--- src/ifer_pkg.sv ---
// Constants shared by the interrupt flag and enable register block
package ifer_pkg;
    // APB geometry
    localparam int ADDR_W = 12;
    localparam int DATA_W = 32;
    localparam int REG_W = 16;
    // Register byte offsets
    localparam logic [11:0] OFF_TRAP = 12'h000;
    localparam logic [11:0] OFF_VEC = 12'h004;
    localparam logic [11:0] OFF_FLG0 = 12'h008;
    localparam logic [11:0] OFF_FLG1 = 12'h00C;
    localparam logic [11:0] OFF_FLG4 = 12'h010;
    localparam logic [11:0] OFF_EN0 = 12'h014;
    localparam logic [11:0] OFF_EN1 = 12'h018;
    localparam logic [11:0] OFF_EN4 = 12'h01C;
    localparam logic [11:0] OFF_PRIO = 12'h040;
    localparam int PRIO_REGS = 12;
    // Source groups: index 0, 1, 2 stand for flag/enable registers zero, one, four
    localparam int GROUPS = 3;
    localparam int SLOTS = 48;
    localparam int PRIO_W = 3;
    // Implemented bit masks
    localparam logic [15:0] TRAP_MASK = 16'h0006;
    localparam logic [15:0] VEC_WR_MASK = 16'h8007;
    localparam logic [15:0] FLG0_MASK = 16'h3FEF;
    localparam logic [15:0] FLG1_MASK = 16'h20DB;
    localparam logic [15:0] FLG4_MASK = 16'h0002;
    // Field positions
    localparam int TRAP_STACK_BIT = 2;
    localparam int TRAP_OSC_BIT = 1;
    localparam int VEC_ALT_BIT = 15;
    localparam int VEC_DISABLE_BIT = 14;
    localparam int EXT0_BIT = 0;
    localparam int EXT1_BIT = 4;
    localparam int EXT2_BIT = 13;
    localparam int CONV_DONE_BIT = 13;
    // Reset values
    localparam logic [15:0] REG_RESET = 16'h0000;
    localparam logic [2:0] PRIO_RESET = 3'h4;
    localparam logic [2:0] PRIO_OFF = 3'h0;
endpackage

--- src/ifer_regs.sv ---
// Interrupt flag, enable, priority and control registers behind an APB slave
`timescale 1ns/1ps
`default_nettype none
module ifer_regs
    import ifer_pkg::*;
(
    // Clock and reset
    input wire logic ref_clk,
    input wire logic resetn,
    // APB slave
    input wire logic psel,
    input wire logic penable,
    input wire logic pwrite,
    input wire logic [ifer_pkg::ADDR_W-1:0] paddr,
    input wire logic [ifer_pkg::DATA_W-1:0] pwdata,
    output logic [ifer_pkg::DATA_W-1:0] prdata,
    output logic pready,
    output logic pslverr,
    // Trap events and core status, same clock
    input wire logic stack_error_evt,
    input wire logic osc_failure_evt,
    input wire logic instr_disable_active,
    // Peripheral request pulses, same clock
    input wire logic [15:0] evt_flags_zero,
    input wire logic [15:0] evt_flags_one,
    input wire logic [15:0] evt_flags_four,
    // External interrupt pins, asynchronous
    input wire logic [2:0] ext_pin,
    // Towards the core
    output logic alternate_vector_select,
    output logic trap_pending,
    output logic [ifer_pkg::SLOTS-1:0] req_pending,
    output logic irq
);
    import ifer_pkg::*;

    ////////////////////////////////////////////////////////////////////////
    // Storage
    logic [15:0] trap_ff;
    logic [15:0] vec_ff;
    logic [GROUPS-1:0][15:0] flg_ff;
    logic [GROUPS-1:0][15:0] en_ff;
    logic [PRIO_W-1:0] prio_ff [SLOTS];
    logic [2:0] ext_s1_ff;
    logic [2:0] ext_s2_ff;
    logic [2:0] ext_d_ff;
    logic [DATA_W-1:0] prdata_ff;
    logic pslverr_ff;
    logic [SLOTS-1:0] req_ff;
    logic irq_ff;
    logic trap_pend_ff;

    ////////////////////////////////////////////////////////////////////////
    // APB decode
    wire setup_ph = psel & ~penable;
    wire access_ph = psel & penable;
    wire wr_en = access_ph & pwrite;
    wire [15:0] wdat = pwdata[15:0];
    wire hit_trap = (paddr == OFF_TRAP);
    wire hit_vec = (paddr == OFF_VEC);
    wire [GROUPS-1:0] hit_flg = {paddr == OFF_FLG4, paddr == OFF_FLG1, paddr == OFF_FLG0};
    wire [GROUPS-1:0] hit_en = {paddr == OFF_EN4, paddr == OFF_EN1, paddr == OFF_EN0};
    wire hit_prio = (paddr >= OFF_PRIO) && (paddr < OFF_PRIO + 12'(4 * PRIO_REGS))
        && (paddr[1:0] == 2'h0);
    wire [11:0] prio_off = paddr - OFF_PRIO;
    wire [3:0] prio_idx = prio_off[5:2];
    wire mapped = hit_trap | hit_vec | (|hit_flg) | (|hit_en) | hit_prio;
    wire [GROUPS-1:0][15:0] grp_mask = {FLG4_MASK, FLG1_MASK, FLG0_MASK};

    // Zero wait states: read data is captured in the setup cycle
    assign pready = access_ph;
    assign prdata = prdata_ff;
    assign pslverr = pslverr_ff & access_ph;

    ////////////////////////////////////////////////////////////////////////
    // External pin synchroniser and edge selection
    always_ff @(posedge ref_clk or negedge resetn) begin
        if (!resetn) begin
            ext_s1_ff <= 3'h0;
            ext_s2_ff <= 3'h0;
            ext_d_ff <= 3'h0;
        end else begin
            ext_s1_ff <= ext_pin;
            ext_s2_ff <= ext_s1_ff;
            ext_d_ff <= ext_s2_ff;
        end
    end

    // Polarity 1 picks the falling edge, 0 the rising edge
    wire [2:0] ext_rise = ext_s2_ff & ~ext_d_ff;
    wire [2:0] ext_fall = ~ext_s2_ff & ext_d_ff;
    wire [2:0] ext_edge = (vec_ff[2:0] & ext_fall) | (~vec_ff[2:0] & ext_rise);

    // Events per group; external pins land in their documented slots
    logic [GROUPS-1:0][15:0] grp_evt;
    always_comb begin
        grp_evt[0] = evt_flags_zero;
        grp_evt[1] = evt_flags_one;
        grp_evt[2] = evt_flags_four;
        grp_evt[0][EXT0_BIT] = ext_edge[0];
        grp_evt[1][EXT1_BIT] = ext_edge[1];
        grp_evt[1][EXT2_BIT] = ext_edge[2];
    end

    ////////////////////////////////////////////////////////////////////////
    // Trap status: hardware set wins over a software write
    // Built bit by bit: a shifted one-bit event would lose its value
    logic [15:0] trap_set;
    always_comb begin
        trap_set = 16'h0000;
        trap_set[TRAP_STACK_BIT] = stack_error_evt;
        trap_set[TRAP_OSC_BIT] = osc_failure_evt;
    end
    wire [15:0] nxt_trap = (((wr_en & hit_trap) ? wdat : trap_ff) | trap_set)
        & TRAP_MASK;

    // Control word: only vector select and polarity bits store
    wire [15:0] nxt_vec = (wr_en & hit_vec) ? (wdat & VEC_WR_MASK) : vec_ff;

    always_ff @(posedge ref_clk or negedge resetn) begin
        if (!resetn) begin
            trap_ff <= REG_RESET;
            vec_ff <= REG_RESET;
        end else begin
            trap_ff <= nxt_trap;
            vec_ff <= nxt_vec;
        end
    end

    assign alternate_vector_select = vec_ff[VEC_ALT_BIT];

    ////////////////////////////////////////////////////////////////////////
    // Flag and enable registers, one copy per group
    genvar g;
    generate
        for (g = 0; g < GROUPS; g++) begin : gen_grp
            // Set from the source wins over a write of zero in the same cycle
            wire [15:0] nxt_flg = (((wr_en & hit_flg[g]) ? wdat : flg_ff[g]) | grp_evt[g])
                & grp_mask[g];
            wire [15:0] nxt_en = ((wr_en & hit_en[g]) ? wdat : en_ff[g])
                & grp_mask[g];
            always_ff @(posedge ref_clk or negedge resetn) begin
                if (!resetn) begin
                    flg_ff[g] <= REG_RESET;
                    en_ff[g] <= REG_RESET;
                end else begin
                    flg_ff[g] <= nxt_flg;
                    en_ff[g] <= nxt_en;
                end
            end
        end
    endgenerate

    ////////////////////////////////////////////////////////////////////////
    // Priority fields: four per word at bits 14:12, 10:8, 6:4, 2:0
    logic [15:0] prio_word [PRIO_REGS];
    wire [SLOTS-1:0] slot_impl = {grp_mask[2], grp_mask[1], grp_mask[0]};
    genvar s;
    generate
        for (s = 0; s < SLOTS; s++) begin : gen_slot
            wire prio_wr = wr_en & hit_prio & (prio_idx == 4'(s / 4));
            wire [PRIO_W-1:0] prio_in = wdat[(s % 4) * 4 +: PRIO_W];
            always_ff @(posedge ref_clk or negedge resetn) begin
                if (!resetn) begin
                    prio_ff[s] <= PRIO_RESET;
                end else if (prio_wr && slot_impl[s]) begin
                    prio_ff[s] <= prio_in;
                end
            end
        end
        for (s = 0; s < PRIO_REGS; s++) begin : gen_pword
            always_comb begin
                prio_word[s] = 16'h0000;
                for (int j = 0; j < 4; j++) begin
                    if (slot_impl[s * 4 + j]) begin
                        prio_word[s][j * 4 +: PRIO_W] = prio_ff[s * 4 + j];
                    end
                end
            end
        end
    endgenerate

    ////////////////////////////////////////////////////////////////////////
    // Request gating: flag, enable and a nonzero priority all needed
    logic [SLOTS-1:0] prio_on;
    always_comb begin
        for (int k = 0; k < SLOTS; k++) begin
            prio_on[k] = (prio_ff[k] != PRIO_OFF);
        end
    end
    wire [SLOTS-1:0] all_flg = {flg_ff[2], flg_ff[1], flg_ff[0]};
    wire [SLOTS-1:0] all_en = {en_ff[2], en_ff[1], en_ff[0]};
    wire [SLOTS-1:0] nxt_req = all_flg & all_en & prio_on;
    wire nxt_irq = |nxt_req;
    wire nxt_trap_pend = |trap_ff;

    // Registered so the core sees glitch-free levels
    always_ff @(posedge ref_clk or negedge resetn) begin
        if (!resetn) begin
            req_ff <= '0;
            irq_ff <= 1'b0;
            trap_pend_ff <= 1'b0;
        end else begin
            req_ff <= nxt_req;
            irq_ff <= nxt_irq;
            trap_pend_ff <= nxt_trap_pend;
        end
    end

    assign req_pending = req_ff;
    assign irq = irq_ff;
    assign trap_pending = trap_pend_ff;

    ////////////////////////////////////////////////////////////////////////
    // Read multiplexer; unmapped addresses read zero with an error
    logic [15:0] rd_sel;
    always_comb begin
        rd_sel = 16'h0000;
        if (hit_trap) begin
            rd_sel = trap_ff;
        end else if (hit_vec) begin
            rd_sel = vec_ff;
            rd_sel[VEC_DISABLE_BIT] = instr_disable_active;
        end else if (hit_prio) begin
            rd_sel = prio_word[prio_idx];
        end else begin
            for (int k = 0; k < GROUPS; k++) begin
                if (hit_flg[k]) begin
                    rd_sel = flg_ff[k];
                end
                if (hit_en[k]) begin
                    rd_sel = en_ff[k];
                end
            end
        end
    end
    wire [DATA_W-1:0] nxt_prdata = setup_ph ? {16'h0000, rd_sel} : prdata_ff;
    wire nxt_pslverr = setup_ph ? ~mapped : pslverr_ff;

    always_ff @(posedge ref_clk or negedge resetn) begin
        if (!resetn) begin
            prdata_ff <= '0;
            pslverr_ff <= 1'b0;
        end else begin
            prdata_ff <= nxt_prdata;
            pslverr_ff <= nxt_pslverr;
        end
    end
endmodule
`default_nettype wire

--- config.mk ---
export PLATFORM = sky130hd
export DESIGN_NAME = ifer_regs
export DESIGN_NICKNAME = d
export VERILOG_FILES = /design/src/ifer_pkg.sv /design/src/ifer_regs.sv
export SDC_FILE = /design/constraint.sdc
export NUM_CORES = 1
export LEC_CHECK = 0
export BUFFER_PORTS_ARGS = -buffer_cell sky130_fd_sc_hd__buf_4
export CAP_MARGIN = 25
export CORE_ASPECT_RATIO = 0.9
export CORE_MARGIN = 3
export CORE_UTILIZATION = 58
export CTS_CLUSTER_SIZE = 25
export DETAILED_ROUTE_END_ITERATION = 8
export PLACE_DENSITY = 0.95
export SLEW_MARGIN = 20
export SYNTH_ARGS = -nofsm -noshare
export SYNTH_HDL_FRONTEND = slang
export SYNTH_SLANG_ARGS = --single-unit
--- constraint.sdc ---
create_clock -name ref_clk -period 2.8 [get_ports ref_clk]
set_input_delay 0.42 -clock ref_clk [delete_from_list [all_inputs] [get_ports ref_clk]]
set_output_delay 0.42 -clock ref_clk [all_outputs]
set_load 0.02 [all_outputs]
==> out/qor.yml <==
status: "finished clean"
die-area_um2: 14510
synth_area_leaders: "dfrtp_1, mux2_2, dfstp_2"
layout_setup_ws_ns: 0.4527
gp_congestion: 0.9639
yosys.area.top_type: "dfrtp_1"
drtIter0Drc: 769
die_x_um: 126.7
power_frac_seq_pct: 45.5
r2r_setup_slack_ns: 0.45
synthArstFlopShare_pct: 100.0
pwr-share-clk_pct: 47.4
tightest_slew_ns: 0.7456
grt_max_degree: 74
h-tree-depth: 4
via_count: 5986
fmax_mhz: 426.0
power_w: 0.005143
clk_latency_ns: 0.43
port_buffers: 98
worstPathMaxFanout: 3
cts.clk_slew.worst_paths_ns: 0.06
numCtsBuffers: 17
powerDensity_nw_per_um2: 563.1
std_cell_rows: 39
grt_antenna_before_repair: 0
syn_to_final_growth_pct: 20.19
p_leak_nw: 4.373
core_area_um2: 12740
cts_tree: "done"
ant_nets: 0
postSynthAreaPerCell_um2: 12.32
relSlewSlack_pct: 50.19
cpLargestDelayFamily: "simple AND/OR/NAND/NOR gates"
clock-sinks: 160
clock_skew_ns: 0.009537
vias_per_cell: 6.571
seq_area_frac_synth_pct: 53.04
drive_gt1_share_pct: 37.88
pin_count: 188
dr.pass1.iters: 6
crit_chain: "o311a_1 > nor4_1 > nand4_1 > or4b_2"
layout.nets: 838
synth_top_area_share_pct: 45.78
worst-endpoint-required_ns: 3.08
hold_violations: 0
fin_crit_ns: 2.347
clockRootBuffer: "clkbuf_16"
synth_area_um2: 7599
hpwl_um: 15630
switching_share_pct: 22.77
postCtsSetupBuffers: 0
tns_ns: 0
placed_cells: 880
combPwrFrac_pct: 7.1
grtUsageTotal_pct: 31.15
wl_um: 22330
crit_type: "reg2reg"
post-route-drc-count: 0
fin_crit_sh_pct: 83.83
rsz0062_at_grt: "no"
critPathCaptureType: "flip-flop"
maxSlewViolCount: 0
maxCapViolCount: 0
clk_path_buf_depth: 2
grt-ovfl-total: 0
intPower_w: 0.003972
n_fill_cell: 827
ir_drop_uv: 365.6
dieHeight_um: 114.6
grt_first_pass_wirelength_um: 34060
hold_path_class: "in2async"
synthFlopType: "dfrtp_1"
avgRoutedWirePerCell_um: 24.51
switchingPower_w: 0.001171
pre_cts_slack_ns: 0.08409
netlist_instances: 617
setup_viol: 0
worst_path_largest_cell_delay_ns: 0.70
cts.hold.buffers_added: 0
fin_cells: 911
cts_resized: 0
yosysWarnings: 0
initial_core_util_pct: 59.66
start_kind: "flip-flop"
diodes: 0
worstPathArrival_ns: 2.63
first_global_vias: 5898
cp.buffers_inverters: 0
synth-seq-cells: 160
synth-edff-count: 0
yosys.cell_types.count: 64
slowest_stage: "or4b_2"
==> layer usage <==
layer  global-route usage, %  share of wire, %  vias to the layer above
met1                   41.54                39                     2960
met5                       0                 0                        -
met2                   46.90                44                      451
met3                   9.282                12                       95
met4                   15.37               4.9                        0
li1                        -                 -                     2480
==> area by class of cell <==
cell class / instances / area (µm²) / area share [%]
inverters: 2 / 7.507 / 0.08220
flip-flops and latches: 160 / 4030 / 44.13
repair buffers: 133 / 1015 / 11.11
clock buffers: 21 / 460.4 / 5.042
clock inverters: 10 / 160.2 / 1.754
well taps: 164 / 205.2 / 2.247
multi-input cells: 421 / 3254 / 35.64
==> sequential cells by signal (all words and copies together), names as in the netlist <==
signal / count
vec_ff: 4
pslverr_ff: 1
prio_ff: 63
prdata: 16
all_flg: 21
ext_s2_ff: 3
req_pending: 21
trap_pending: 1
all_en: 21
ext_s1_ff: 3
trap_ff: 2
irq: 1
ext_d_ff: 3
==> metrics by stage <==
stage               utilization [%]  instance area (µm²)  hold WS (ns)
detailed placement            66.83                 8512        0.3373
CTS                           71.71                 9133       0.02466
floorplan                         -                 7756        0.1244
finish                        71.71                 9133      0.006792
global route                  71.71                 9133       0.03933
global placement              66.83                 8512        0.3355
==> cells in the mapped netlist, types with 4 or more instances <==
master    number
nor4_1        11
nor3_1        13
nor2b_1       22
dfstp_2       21
a211o_1       18
a32o_1         4
nand2b_1       9
or3_1          4
clkbuf_1      19
a221oi_1      16
nor2_1        20
and2_1         5
a32oi_1        4
mux2_1        10
nand3_1       11
o311a_1       21
o21ai_0       19
mux2i_1       12
buf_4         45
a22oi_1        6
and3_1         4
nand2_1       26
buf_2          9
dfrtp_1      139
mux2_2        82
a21oi_1        5
nand3b_1       4
==> cell families (layout without fill, tap and decap cells) <==
| logic type | Yosys count | count (layout) | share of synthesized area (%) |
|---|---|---|---|
| buf+inv | 78 | 166 | 6.323 |
| xor+xnor | 1 | 1 | 0.1153 |
| other cells | 1 | 43 | 0.04935 |
| compound gates | 119 | 119 | 12.68 |
| flops | 160 | 160 | 53.04 |
| simple gates | 151 | 151 | 11.69 |
| mux | 107 | 107 | 16.10 |
==> path summary, 6_finish.rpt <==
| check | startpoint | endpoint | depth (start not counted) |
|---|---|---|---|
| max in group asynchronous | resetn | prio_ff[92] | 2 |
| max | prio_ff[126] | irq | 4 |
| min in group ref_clk | ext_pin[0] | ext_s1_ff[0] | 1 |
| min | resetn | prio_ff[111] | 1 |
| max reg2reg | prio_ff[126] | irq | 4 |
| min reg2reg | ext_s1_ff[0] | ext_s2_ff[0] | 0 |
==> cell usage in the layout, fill, tap and decap left out, types with 11 or more instances in the layout <==
cell type	netlist	layout
o311a_1	21	21
nor2b_1	22	22
dfrtp_1	139	139
a221oi_1	16	16
nor2_1	20	20
o21ai_0	19	19
mux2_2	82	82
dfstp_2	21	21
a211o_1	18	18
nand3_1	11	11
mux2i_1	12	12
conb_1	1	43
nor3_1	13	13
clkbuf_16	0	17
nor4_1	11	11
nand2_1	26	26
buf_4	45	131
==> power groups by stage <==
stage	logic, W	registers, W	clock network (W)
global route	0.000387	0.00234	0.00257
floorplan	0.000197	0.00239	0
CTS	0.000359	0.00234	0.00246
global placement	0.000348	0.00238	0
detailed placement	0.000357	0.00238	0
finish	0.000365	0.00234	0.00244
Note: power is estimated with default switching activity, not from simulation.
